`config.mk`:
```
export PLATFORM = sky130hd
export DESIGN_NAME = chglim_registers
export DESIGN_NICKNAME = d
export VERILOG_FILES = /design/src/rtl/chglim_pkg.sv /design/src/rtl/chglim_registers.sv
export SDC_FILE = /design/constraint.sdc
export NUM_CORES = 1
export LEC_CHECK = 0
export BUFFER_PORTS_ARGS = -buffer_cell sky130_fd_sc_hd__buf_2
export CAP_MARGIN = 20
export CORE_MARGIN = 10
export CORE_UTILIZATION = 30
export CTS_CLUSTER_SIZE = 40
export DETAILED_ROUTE_END_ITERATION = 10
export RECOVER_POWER = 50
export SYNTH_ARGS = -nofsm -noshare
export SYNTH_HDL_FRONTEND = slang
export SYNTH_SLANG_ARGS = --single-unit
```
`constraint.sdc`:
```
create_clock -name sys_clk -period 3.64 [get_ports sys_clk]
set_clock_uncertainty 0.1 [all_clocks]
set_input_delay 0.364 -clock sys_clk [delete_from_list [all_inputs] [get_ports sys_clk]]
set_output_delay 0.364 -clock sys_clk [all_outputs]
set_load 0.03 [all_outputs]
```
`src/rtl/chglim_pkg.sv`:
```
package chglim_pkg;

    // Register offsets
    localparam logic [7:0] ADDR_SYS_FLOOR = 8'h00;
    localparam logic [7:0] ADDR_BAT_BATTERY_REGULATION_VOLTAGE = 8'h01;
    localparam logic [7:0] ADDR_BAT_ILIM = 8'h03;
    localparam logic [7:0] ADDR_IN_VTH = 8'h05;

    // Field widths
    localparam int SYS_FLOOR_W = 6;
    localparam int BAT_BATTERY_REGULATION_VOLTAGE_W = 11;
    localparam int BAT_ILIM_W = 9;
    localparam int IN_VTH_W = 8;

    // Field codes: floor is 2500mV + 250mV/code, others zero offset
    localparam logic [5:0] SYS_FLOOR_MAX = 6'h36;      // 16000mV
    localparam logic [5:0] SYS_FLOOR_DEF_1S = 6'h04;   // 3.5V
    localparam logic [5:0] SYS_FLOOR_DEF_2S = 6'h12;   // 7V
    localparam logic [5:0] SYS_FLOOR_DEF_3S = 6'h1a;   // 9V
    localparam logic [5:0] SYS_FLOOR_DEF_4S = 6'h26;   // 12V
    localparam logic [10:0] BAT_BATTERY_REGULATION_VOLTAGE_MIN = 11'h12c;    // 3000mV at 10mV/code
    localparam logic [10:0] BAT_BATTERY_REGULATION_VOLTAGE_MAX = 11'h758;    // 18800mV
    localparam logic [10:0] BAT_BATTERY_REGULATION_VOLTAGE_DEF_1S = 11'h1a4; // 4.2V
    localparam logic [10:0] BAT_BATTERY_REGULATION_VOLTAGE_DEF_2S = 11'h348; // 8.4V
    localparam logic [10:0] BAT_BATTERY_REGULATION_VOLTAGE_DEF_3S = 11'h4ec; // 12.6V
    localparam logic [10:0] BAT_BATTERY_REGULATION_VOLTAGE_DEF_4S = 11'h690; // 16.8V
    localparam logic [8:0] BAT_ILIM_MIN = 9'h005;      // 50mA at 10mA/code
    localparam logic [8:0] BAT_ILIM_MAX = 9'h12c;      // 3000mA
    localparam logic [8:0] BAT_ILIM_DEF_LO = 9'h0c8;   // 2A for one or two cells
    localparam logic [8:0] BAT_ILIM_DEF_HI = 9'h064;   // 1A for three or four cells
    localparam logic [7:0] IN_VTH_MIN = 8'h24;         // 3600mV at 100mV/code
    localparam logic [7:0] IN_VTH_MAX = 8'hdc;         // 22000mV
    localparam logic [7:0] IN_VTH_RESET = 8'h24;

    // Strap cell count encoding
    localparam logic [1:0] CELLS_1 = 2'h0;
    localparam logic [1:0] CELLS_2 = 2'h1;
    localparam logic [1:0] CELLS_3 = 2'h2;
    localparam logic [1:0] CELLS_4 = 2'h3;

    // Live limit values handed to the regulation logic
    typedef struct packed {
        logic [5:0] systemVoltageFloor;
        logic [10:0] batteryRegulationVoltage;
        logic [8:0] batteryCurrentLimit;
        logic [7:0] inputVoltageThreshold;
    } chglim_limits_s;

    // Host register access strobe group
    typedef struct packed {
        logic write;
        logic read;
        logic [7:0] addr;
        logic [15:0] data;
    } chglim_access_s;

endpackage : chglim_pkg

```
`src/rtl/chglim_registers.sv`:
```
`timescale 1ns/10ps
// Operation
// - Floor: six bits, 2500mV plus 250mV/code
// - Floor default from strapped cell count
// - Charge voltage: eleven bits, 10mV per code
// - Charge voltage default from strapped cell count
// - Charge current: nine bits, 10mA per code
// - Current default 2A low cells, 1A high
// - Current reloads on watchdog and register reset
// - Floor and charge voltage reload only on strap load and register reset
// - Input threshold: eight bits, 100mV, reset 24h
// - Adapter removal forces threshold to 3600mV
// - Adapter attach loads threshold from measurement
// - Threshold survives register reset and watchdog
// - Ignore writes below minimum on clamped-low fields
// - Ignore floor writes above maximum
// - Register reset restores defaults, restarts timer
module chglim_registers import chglim_pkg::*; (
    input wire logic sys_clk,
    input wire logic rst,
    input wire chglim_access_s hostAccess,
    output logic [15:0] readData,
    output logic readValid,
    input wire logic [1:0] cellCountStrapPin,
    input wire logic watchdogExpire,
    input wire logic registerResetRequest,
    output logic timerRestart,
    input wire logic adapterPresent,
    input wire logic [7:0] inputBusVoltage,
    output chglim_limits_s limits
);

    logic [5:0] floor_reg;
    logic [10:0] battery_regulation_voltage_reg;
    logic [8:0] ilim_reg;
    logic [7:0] vth_reg;
    logic [1:0] cells_reg;
    logic strapTaken_reg;
    logic strapLoad_reg;
    logic adapter_reg;
    logic [5:0] floorDefault;
    logic [10:0] vregDefault;
    logic [8:0] ilimDefault;
    logic [7:0] vthFromBus;
    logic wrFloor;
    logic wrVreg;
    logic wrIlim;
    logic wrVth;
    logic loadDefaults;

    // Write decode with clamping
    assign wrFloor = hostAccess.write && hostAccess.addr == ADDR_SYS_FLOOR
        && hostAccess.data[5:0] <= SYS_FLOOR_MAX;
    assign wrVreg = hostAccess.write && hostAccess.addr == ADDR_BAT_BATTERY_REGULATION_VOLTAGE
        && hostAccess.data[10:0] >= BAT_BATTERY_REGULATION_VOLTAGE_MIN;
    assign wrIlim = hostAccess.write && hostAccess.addr == ADDR_BAT_ILIM
        && hostAccess.data[8:0] >= BAT_ILIM_MIN;
    assign wrVth = hostAccess.write && hostAccess.addr == ADDR_IN_VTH
        && hostAccess.data[7:0] >= IN_VTH_MIN;

    // Default tables indexed by cell count
    always_comb begin
        unique case (cells_reg)
            CELLS_1: begin
                floorDefault = SYS_FLOOR_DEF_1S;
                vregDefault = BAT_BATTERY_REGULATION_VOLTAGE_DEF_1S;
            end
            CELLS_2: begin
                floorDefault = SYS_FLOOR_DEF_2S;
                vregDefault = BAT_BATTERY_REGULATION_VOLTAGE_DEF_2S;
            end
            CELLS_3: begin
                floorDefault = SYS_FLOOR_DEF_3S;
                vregDefault = BAT_BATTERY_REGULATION_VOLTAGE_DEF_3S;
            end
            CELLS_4: begin
                floorDefault = SYS_FLOOR_DEF_4S;
                vregDefault = BAT_BATTERY_REGULATION_VOLTAGE_DEF_4S;
            end
        endcase
        ilimDefault = (cells_reg == CELLS_1 || cells_reg == CELLS_2) ? BAT_ILIM_DEF_LO : BAT_ILIM_DEF_HI;
    end

    // Measured bus code raised to the threshold floor
    assign vthFromBus = (inputBusVoltage < IN_VTH_MIN) ? IN_VTH_MIN : inputBusVoltage;

    // Second edge after reset release loads strap-based defaults, as does a register reset
    assign loadDefaults = strapLoad_reg || registerResetRequest;

    // Strap capture, once after reset release
    always_ff @(posedge sys_clk) begin
        if (rst) begin
            strapTaken_reg <= 1'b0;
            cells_reg <= CELLS_1;
        end else if (!strapTaken_reg) begin
            strapTaken_reg <= 1'b1;
            cells_reg <= cellCountStrapPin;
        end
    end

    // One-cycle pulse once the strap is held, so the defaults see the captured count
    always_ff @(posedge sys_clk) begin
        if (rst) begin
            strapLoad_reg <= 1'b0;
        end else begin
            strapLoad_reg <= !strapTaken_reg;
        end
    end

    // Minimum system voltage field
    always_ff @(posedge sys_clk) begin
        if (rst) begin
            floor_reg <= SYS_FLOOR_DEF_1S;
        end else if (loadDefaults && strapTaken_reg) begin
            floor_reg <= floorDefault;
        end else if (wrFloor) begin
            floor_reg <= hostAccess.data[5:0];
        end
    end

    // Charge voltage limit field
    always_ff @(posedge sys_clk) begin
        if (rst) begin
            battery_regulation_voltage_reg <= BAT_BATTERY_REGULATION_VOLTAGE_DEF_1S;
        end else if (loadDefaults && strapTaken_reg) begin
            battery_regulation_voltage_reg <= vregDefault;
        end else if (wrVreg) begin
            battery_regulation_voltage_reg <= hostAccess.data[10:0];
        end
    end

    // Charge current limit field
    always_ff @(posedge sys_clk) begin
        if (rst) begin
            ilim_reg <= BAT_ILIM_DEF_LO;
        end else if ((loadDefaults || watchdogExpire) && strapTaken_reg) begin
            ilim_reg <= ilimDefault;
        end else if (wrIlim) begin
            ilim_reg <= hostAccess.data[8:0];
        end
    end

    // Input voltage threshold, follows adapter attach and detach
    always_ff @(posedge sys_clk) begin
        if (rst) begin
            vth_reg <= IN_VTH_RESET;
            adapter_reg <= 1'b0;
        end else begin
            adapter_reg <= adapterPresent;
            if (adapter_reg && !adapterPresent) begin
                vth_reg <= IN_VTH_RESET;
            end else if (!adapter_reg && adapterPresent) begin
                vth_reg <= vthFromBus;
            end else if (wrVth) begin
                vth_reg <= hostAccess.data[7:0];
            end
        end
    end

    // Only a register reset restarts the timer, one cycle later
    always_ff @(posedge sys_clk) begin
        if (rst) begin
            timerRestart <= 1'b0;
        end else begin
            timerRestart <= registerResetRequest;
        end
    end

    // Read path, reserved bits zero
    always_ff @(posedge sys_clk) begin
        if (rst) begin
            readData <= 16'h0000;
            readValid <= 1'b0;
        end else begin
            readValid <= hostAccess.read;
            if (hostAccess.read) begin
                unique case (hostAccess.addr)
                    ADDR_SYS_FLOOR: readData <= {10'h000, floor_reg};
                    ADDR_BAT_BATTERY_REGULATION_VOLTAGE: readData <= {5'h00, battery_regulation_voltage_reg};
                    ADDR_BAT_ILIM: readData <= {7'h00, ilim_reg};
                    ADDR_IN_VTH: readData <= {8'h00, vth_reg};
                    default: readData <= 16'h0000;
                endcase
            end
        end
    end

    assign limits = '{floor_reg, battery_regulation_voltage_reg, ilim_reg, vth_reg};

    // Checks
    chk_floor_clamp_high: assert property (@(posedge sys_clk) disable iff (rst)
        hostAccess.write && hostAccess.addr == ADDR_SYS_FLOOR && hostAccess.data[5:0] > SYS_FLOOR_MAX
        && strapTaken_reg && !loadDefaults |=> $stable(floor_reg))
        else $error("floor took an out of range write");
    chk_battery_regulation_voltage_clamp_low: assert property (@(posedge sys_clk) disable iff (rst)
        hostAccess.write && hostAccess.addr == ADDR_BAT_BATTERY_REGULATION_VOLTAGE && hostAccess.data[10:0] < BAT_BATTERY_REGULATION_VOLTAGE_MIN
        && !loadDefaults && strapTaken_reg |=> $stable(battery_regulation_voltage_reg))
        else $error("charge voltage took a low write");
    chk_ilim_watchdog: assert property (@(posedge sys_clk) disable iff (rst)
        watchdogExpire && strapTaken_reg |=> ilim_reg == $past(ilimDefault))
        else $error("current not reloaded by watchdog");
    chk_battery_regulation_voltage_no_watchdog: assert property (@(posedge sys_clk) disable iff (rst)
        watchdogExpire && !loadDefaults && !wrVreg && strapTaken_reg |=> $stable(battery_regulation_voltage_reg))
        else $error("charge voltage changed by watchdog");
    chk_floor_reg_reset: assert property (@(posedge sys_clk) disable iff (rst)
        registerResetRequest && strapTaken_reg |=> floor_reg == $past(floorDefault))
        else $error("floor not reloaded");
    chk_vth_detach: assert property (@(posedge sys_clk) disable iff (rst)
        adapter_reg && !adapterPresent |=> vth_reg == IN_VTH_RESET)
        else $error("threshold not forced on detach");
    chk_vth_attach: assert property (@(posedge sys_clk) disable iff (rst)
        !adapter_reg && adapterPresent |=> vth_reg >= IN_VTH_MIN && vth_reg == $past(vthFromBus))
        else $error("threshold not loaded on attach");
    chk_vth_keeps: assert property (@(posedge sys_clk) disable iff (rst)
        (registerResetRequest || watchdogExpire) && adapter_reg == adapterPresent && !wrVth
        |=> $stable(vth_reg))
        else $error("threshold lost on reset source");
    chk_timer_restart: assert property (@(posedge sys_clk) disable iff (rst)
        registerResetRequest |=> timerRestart ##1 !timerRestart || $past(registerResetRequest))
        else $error("timer restart missing");
    chk_reserved_zero: assert property (@(posedge sys_clk) disable iff (rst)
        readValid |-> readData[15:11] == 5'h00)
        else $error("reserved bits not zero");
    chk_strap_held: assert property (@(posedge sys_clk) disable iff (rst)
        strapTaken_reg ##1 strapTaken_reg |-> $stable(cells_reg))
        else $error("cell count changed after capture");
    chk_power_on_load: assert property (@(posedge sys_clk) disable iff (rst)
        strapLoad_reg |=> floor_reg == $past(floorDefault) && battery_regulation_voltage_reg == $past(vregDefault)
        && ilim_reg == $past(ilimDefault))
        else $error("strap defaults not loaded");

endmodule : chglim_registers
```
==> results of run 1 <==
## metrics by stage
| step | std cells | hold WS (ns) | total power [W] | util |
|---|---|---|---|---|
| 2_1_floorplan | 343 | 0.3473 | 0.0007932 | - |
| 4_1_cts | 534 | 0.2007 | 0.001220 | 0.3652 |
| 3_5_place_dp | 526 | 0.3398 | 0.0008699 | 0.3551 |
| 3_3_place_gp | 526 | 0.3340 | 0.0008662 | 0.3551 |
| 5_1_grt | 534 | 0.2031 | 0.001265 | 0.3594 |
| 6_report | 534 | 0.1928 | 0.001206 | 0.3594 |
## placed cells by master, fill, tap and decap left out, drive strengths merged, types with 4 or more instances in the layout
cell type,netlist,layout
and2,4,4
a22oi,6,6
and3,6,6
buf,17,40
a21oi,22,22
o31ai,5,5
nor3,6,6
o21ai,35,35
nor4,4,4
mux2i,17,17
mux2,6,6
inv,4,6
nor2,33,33
a211oi,6,6
nand3,15,15
nor2b,8,8
clkbuf,12,48
ha,5,5
o211ai,5,5
nand2,31,31
a31oi,6,6
dfxtp,52,52
conb,1,5
o2bb2ai,6,6
o311a,6,6
## metal layers
layer / wire [um] / GRT usage
met1: 4162 / 0.1668
met2: 4538 / 0.2108
met3: 841 / 0.03789
met4: 42 / 0.01855
met5: 0 / 0
## worst reg2reg max path, stage by stage, from the launching register on
cell	delay (ns)
dfxtp_1	0.34
o31ai_1	0.71
nand2_1	0.32
a21oi_1	0.22
a21oi_1	0.08
## report_power, final
group	internal, W	total (W)	switching [W]	leakage [nW]
clock	0.000141	0.000353	0.000212	0.0452
sequential	0.000592	0.000611	0.0000190	0.425
combinational	0.0000762	0.000243	0.000166	0.793
total	0.000809	0.00121	0.000398	1.26
## final cells by class
class / count / area (um2) / share of cell area
Clock buffer: 5 / 68.82 / 0.02062
Clock inverter: 3 / 25.02 / 0.007499
Inverter: 5 / 18.77 / 0.005624
Multi-Input combinational cell: 257 / 1658 / 0.4968
Sequential cell: 52 / 1041 / 0.3120
Tap cell: 129 / 161.4 / 0.04837
Timing Repair Buffer: 83 / 364.1 / 0.1091
## worst paths after layout
path / startpoint / to / slack, ns / cells after the start
setup / recovery: rst / battery_regulation_voltage_reg[8] / 1.44 / 5
hold / removal: cellCountStrapPin[1] / cells_reg[1] / 0.19 / 3
setup reg to reg: strapLoad_reg / ilim_reg[3] / 1.77 / 4
hold reg to reg: readData[3] / readData[3] / 0.35 / 2
## cell families (layout without fill, tap and decap cells)
kind of cell               Yosys count  after routing
and+or+nand+nor                    122            122
AOI/OAI and AO/OA                  102            102
DFF                                 52             52
buffers and inverters               34             96
muxes                               23             23
adders and majority gates            5              5
other                                1              5
==> out/results.ini, run 1 <==
[yosys]
ys_seq_elements = 52
syn_avg_cell_area_um2 = 8.493
yosysUniqueCellTypes = 53
synth_top_area_share = 0.3616
synth_top_family_by_area = compound AO/OA/AOI/OAI gates
yosysMostFrequentCell = dfxtp_1
synth_common_cells = 52 x dfxtp_1, 32 x nor2_1, 31 x nand2_1
synth_adder_area_share = 0.02173
synth_compound_gate_area_share = 0.2434
yosysTopAreaCell = dfxtp_1
postSynthCellCount = 339
synth-edff-count = 0
yosysSeqAreaShare = 0.3616
muxShareOfSynthArea = 0.08388
synthSimpleGateAreaFrac = 0.2203
synthArstFlopShare = 0
syn_area_mm2 = 0.002879
synth_xor_area_frac = 0
synthTopCellsByArea = dfxtp_1 36%, mux2i_1 5.9%, o21ai_0 5.0%
ys.flop_type = dfxtp_1
synth_warnings = 0

[finish]
layout.nets = 450
drive_gt1_frac = 0.1654
diodes = 0
area_delta_synth_final_pct = 15.91
final_area_mm2 = 0.003337
fill_cells = 1010

[worst_setup_path]
cp_slowest_stage_delay_ns = 0.79
end_kind = flop
required_ns = 3.77
crit_family = buffers and inverters
critical_path_class = primary input to flop
crit_fanout = 21
crit_chain = clkbuf_1 > clkinv_1 > nand2_1 > nor2_1 > a211oi_2
worstPathArrival_ns = 2.32
startpoint_type = primary input
crit_buf_inv = 2
crit_path_top_delay_cell = clkbuf_1

[floorplan]
die_w_um = 118.0
die_h_um = 118.0
dieArea_mm2 = 0.01391
core_area_mm2 = 0.009284
rows = 35
pin_count = 93
start_util = 0.3101

[sta]
post-route-period-util = 0.6032
timing.final.max_slew_violations = 0
fmax_mhz = 455.5
hold_violations = 0
slew_headroom = 0.2698
setup_ws_ns = 1.444
fin_tns_setup_ns = 0
fin_crit_ns = 2.196
rsz0062_at_grt = no
tightest_slew_ns = 1.095
setup_viol = 0

[cts]
max-clock-path-buffers = 2
clkSinkCount = 52
clk_latency_ns = 0.31
clk_pin_slew_ns = 0.10
clock-root-buffer = clkbuf_8
cts_tree = built
h-tree-depth = 2
cts_hold_buf = 0
cts_resized = 0
numCtsBuffers = 5
cts_setup_buffers = 0

[detailed_routing]
post_drt_wl_per_cell_um = 17.95
routed-via-count = 2803
routed_wl_um = 9585
drc = 0
viasPerCell = 5.249
drt_first_iter_violations = 237
drt_pass1_iterations = 5
postRouteAntennaNets = 0

[grt]
antenna_found_initial = 0
gr-usage-all-layers = 0.1291
grt_pass1_vias = 2701
grt_start_max_net_pins = 22
globalRouteOverflowTotal = 0
grt_pass1_wl_um = 14700

[placed_design]
place.detailed.hpwl_um = 7449
place.gp.congestion = 0.8577
dpl-instance-area_mm2 = 0.003297
portBuffers = 82
dp_slack_ns = 1.204

[pwr]
p_per_area_mw_per_mm2 = 361.5
leakagePower_nw = 1.263
peakVddDrop_mv = 0.1636

[run]
drv_cap = 0

[hold_path]
hold_class = primary input to flop

[run_status]
outcome = completed

(Power assumes the default switching activity.)
==> inputs of run 2 (changes only) <==
clock period = 2 ns   (was 3.64 ns; I/O delays follow)
==> run 2 against run 1 <==
Against the previous run:
- flip-flop and latch count unchanged
- critical path depth decreased by 1
- critical path type is now flop to flop
- highest routed layer unchanged
- final cell count increased by 1.7%
- via count increased by 0.71%
- setup slack got worse by 1.1 ns
- sequential power increased by 82%
- sequential share of layout area decreased by 0.57 points
==> out/results.ini, run 2 (synthesis results as in run 1) <==
[floorplan]
die_w_um = 118.0
pin_count = 93
core_area_mm2 = 0.009284
die_h_um = 118.0
rows = 35
dieArea_mm2 = 0.01391
start_util = 0.3101

[hold_path]
hold_class = primary input to flop
worstHoldPathCells = 3
hp-start = cellCountStrapPin[0]

[placed_design]
dpl-instance-area_mm2 = 0.003364
portBuffers = 82
dp_cells = 535
place.detailed.hpwl_um = 7723
place.gp.congestion = 0.8378

[worst_setup_path]
required_ns = 2.09
crit_fanout = 5
critical_path_class = flop to flop
startpoint_type = flop
end_kind = flop
worstPathArrival_ns = 1.77
critPathLaunch = strapLoad_reg
reg2reg_from = strapLoad_reg
rr_worst_depth = 4

[grt]
globalRouteOverflowTotal = 0
grt_pass1_wl_um = 15190
grt_start_max_net_pins = 18
antenna_found_initial = 0
grt_pass1_vias = 2790
gr-usage-all-layers = 0.1337

[cts]
h-tree-depth = 2
clkSinkCount = 52
cts_hold_buf = 0
clock-root-buffer = clkbuf_8
cts_resized = 0
max-clock-path-buffers = 2
numCtsBuffers = 5
cts_setup_buffers = 0
clk_pin_slew_ns = 0.10
clk_latency_ns = 0.32
cts_tree = built

[sta]
fmax_mhz = 597.2
fin_crit_ns = 1.674
hold_violations = 0
setup_viol = 0
fin_tns_setup_ns = 0
slew_headroom = 0.5852
timing.final.max_slew_violations = 0
tightest_slew_ns = 0.6156
rsz0062_at_grt = no
post-route-period-util = 0.8372

[run]
drv_cap = 0

[finish]
area_delta_synth_final_pct = 18.08
final_common_cell = dfxtp_1
layout.cells.non_filler = 543
diodes = 0
layout.nets = 459
register_area_mm2 = 0.001041
fill_cells = 1045
final_area_mm2 = 0.003400
layout_common_cells = 52 x dfxtp_1, 44 x clkbuf_1, 39 x buf_2
multiInputGateArea_mm2 = 0.001658
drive_gt1_frac = 0.1812

[run_status]
outcome = completed

[detailed_routing]
routed_wl_um = 9632
drt_pass1_iterations = 4
routed-via-count = 2823
post_drt_wl_per_cell_um = 17.74
drt_first_iter_violations = 254
postRouteAntennaNets = 0
drc = 0
viasPerCell = 5.199

[pwr]
leakagePower_nw = 1.297
p_per_area_mw_per_mm2 = 644.8
peakVddDrop_mv = 0.2387

[run 2: changes by cell type in the layout (fill, tap and decap cells not counted), sizes merged]
cell and change:
buf +8, clkbuf +1, clkinv +1, clkinvlp +1, inv -2
[run 2: layer usage]
metal  routed length (um)  global-route usage  vias to the layer above
met2                 4465              0.2063                      110
met5                    0                   0                        -
met4                  150             0.04019                        0
met1                 4227              0.1766                     1322
li1                     -                   -                     1381
met3                  789             0.03597                       10
[run 2: worst paths after layout]
| path | to | slack (ns) |
|---|---|---|
| setup / recovery | battery_regulation_voltage_reg[8] | 0.33 |
| hold / removal | cells_reg[0] | 0.02 |
| setup reg to reg | battery_regulation_voltage_reg[8] | 0.33 |
| hold reg to reg | readData[5] | 0.37 |
[run 2: area by class of cell]
class,count,area share
multi-input combinational,257,0.4877
clock buffer,5,0.02024
sequential,52,0.3062
timing repair buffer,92,0.1259
clock inverter,3,0.006993
inverter,5,0.005521
tap,129,0.04748
[run 2: through the flow]
stage	total power (W)	util	hold slack, ns	setup WS, ns
2_1_floorplan	0.001444	-	0.1833	0.2898
3_3_place_gp	0.001589	0.3624	0.3344	0.1232
3_5_place_dp	0.001597	0.3624	0.3420	0.06942
4_1_cts	0.002226	0.3724	0.01200	0.3872
5_1_grt	0.002309	0.3662	0.009102	0.2453
6_report	0.002192	0.3662	0.01942	0.3255
[run 2: critical path, stage by stage (launching register included)]
cell      delay (ns)
dfxtp_1         0.33
o21ai_0         0.50
nand2_1         0.28
a211oi_1        0.27
a211oi_2        0.07
[run 2: power breakdown]
| group | switching (W) | leakage (nW) | internal, W |
|---|---|---|---|
| Clock | 0.000380 | 0.0404 | 0.000249 |
| Combinational | 0.000305 | 0.832 | 0.000149 |
| Sequential | 0.0000331 | 0.425 | 0.00108 |
==> inputs of run 3 (changes only) <==
clock period = 1.42 ns   (was 2 ns; I/O delays follow)
==> run 3 against run 2 <==
Against the previous run:
- the run now ends with negative setup slack left
- non-clock buffer count is 59 higher
- final cell count is 11% higher
- total power is 59% higher
- core utilization is 7.1 points higher
- die area stayed put
- critical path depth is 2 higher
- register-to-register slack worse by 0.31 ns
- clock power is 76% higher
- highest routed layer unchanged
- routed wire length is 7.2% higher
- global-route usage is 0.87 points higher
- combinational power is 78% higher
- setup slack worse by 0.35 ns
==> out/results.ini, run 3 (synthesis results as in run 1) <==
[run_status]
outcome = finished with violations
violations = negative setup slack

[detailed_routing]
postRouteAntennaNets = 0
drc = 0
drt_pass1_iterations = 5
routed-via-count = 3063
drt_first_iter_violations = 173
viasPerCell = 5.088
routed_wl_um = 10330
post_drt_wl_per_cell_um = 17.16

[placed_design]
place.detailed.hpwl_um = 8441
dpl-instance-area_mm2 = 0.003772
place.gp.congestion = 0.8893
portBuffers = 82

[sta]
fmax_mhz = 690.2
slew_headroom = 0.6362
setup_viol = 2
rsz0062_at_grt = yes
setup_ws_ns = -0.02881
timing.final.max_slew_violations = 0
hold_violations = 0
tightest_slew_ns = 0.5456
post-route-period-util = 1.020
fin_tns_setup_ns = -0.03554
whs_ns = 0.03736
fin_crit_ns = 1.449

[hold_path]
hold_class = primary input to flop
hp-start = hostAccess[1]

[pwr]
p_total_w = 0.003485
p_per_area_mw_per_mm2 = 858.0
leakagePower_nw = 1.674
peakVddDrop_mv = 0.6534

[finish]
drive_gt1_frac = 0.3277
utilization = 0.4375
layout.nets = 518
diodes = 0
final_common_cell = buf_4
layout_common_cells = 55 x buf_4, 49 x dfxtp_1, 43 x buf_2
final_area_mm2 = 0.004061
area_delta_synth_final_pct = 41.07

[floorplan]
die_w_um = 118.0
dieArea_mm2 = 0.01391
pin_count = 93
die_h_um = 118.0
core_area_mm2 = 0.009284
start_util = 0.3101
rows = 35

[worst_setup_path]
rrSetupSlack_ns = 0.02
crit_path_top_delay_cell = or4b_4
critPathLaunch = hostAccess[22]
worstPathArrival_ns = 1.57
critical_path_class = primary input to flop
required_ns = 1.54
crit_chain = buf_8 > or4b_4 > buf_6 > nor2_4 > a31oi_4 > mux2_4
reg2reg_from = cells_reg[0]
end_kind = flop
startpoint_type = primary input
crit_family = simple AND/OR/NAND/NOR gates
crit_fanout = 3
crit_buf_inv = 2
cp_slowest_stage_delay_ns = 0.56

[cts]
numCtsBuffers = 5
max-clock-path-buffers = 2
clk_pin_slew_ns = 0.11
clock-root-buffer = clkbuf_8
h-tree-depth = 2
clkSinkCount = 52
clk_latency_ns = 0.31
cts_tree = built

[grt]
gr-usage-all-layers = 0.1424
globalRouteOverflowTotal = 0
grt_pass1_vias = 3114
grt_pass1_wl_um = 16370
grt_start_max_net_pins = 18
antenna_found_initial = 0

[run]
drv_cap = 0

==> run 3: through the flow <==
step                      cells  worst slack (ns)
after floorplan             343           -0.1926
final                       602          -0.02881
after detailed placement    586           -0.3764
after global routing        602          -0.05052
after CTS                   601         -0.005520
after global placement      586           -0.3345
==> run 3: area by class of cell <==
| type | instances | area (um2) |
|---|---|---|
| well taps | 129 | 161.4 |
| inverters | 5 | 18.77 |
| flip-flops and latches | 52 | 1045 |
| fillers | 978 | 5223 |
| clock inverters | 2 | 38.79 |
| multi-input cells | 257 | 1752 |
| repair buffers | 151 | 963.4 |
| clock buffers | 6 | 82.58 |
==> run 3: worst register-to-register path: cells and delay by family, from the launching register on <==
kind	cells	cell delay, ns
AO/OA/AOI/OAI	2	0.45
flip-flops	1	0.35
adder cells (fa/ha/maj)	1	0.25
AND/OR/NAND/NOR	1	0.10
buffers and inverters	1	0.06
==> run 3: metal layers <==
layer / routed length (um) / vias up / global-route usage
li1: - / 1492 / -
met3: 701 / 8 / 0.03885
met1: 4627 / 1444 / 0.1772
met4: 93 / 0 / 0.02782
met5: 0 / - / 0
met2: 4906 / 119 / 0.2399
==> run 3: timing repair <==
item                                    in CTS  in global routing
buffers inserted                             3                  1
hold endpoints to repair                     4                  0
resized for setup                            8                 30
endpoints found under the setup margin      10                 39
hold buffers                                 4                  0
pin swaps                                    7                 11
==> run 3: worst paths after layout <==
path,end,cells past startpoint
worst max-delay path,vth_reg[5],6
worst min-delay path,battery_regulation_voltage_reg[1],3
worst max register to register,battery_regulation_voltage_reg[5],5
worst min register to register,readData[4],2
==> run 3: where the power goes <==
group          total (W)  switching (W)  internal [W]
Combinational   0.000807       0.000475      0.000332
Sequential       0.00157      0.0000497       0.00152
Clock            0.00111       0.000534      0.000577
Total            0.00348        0.00106       0.00243
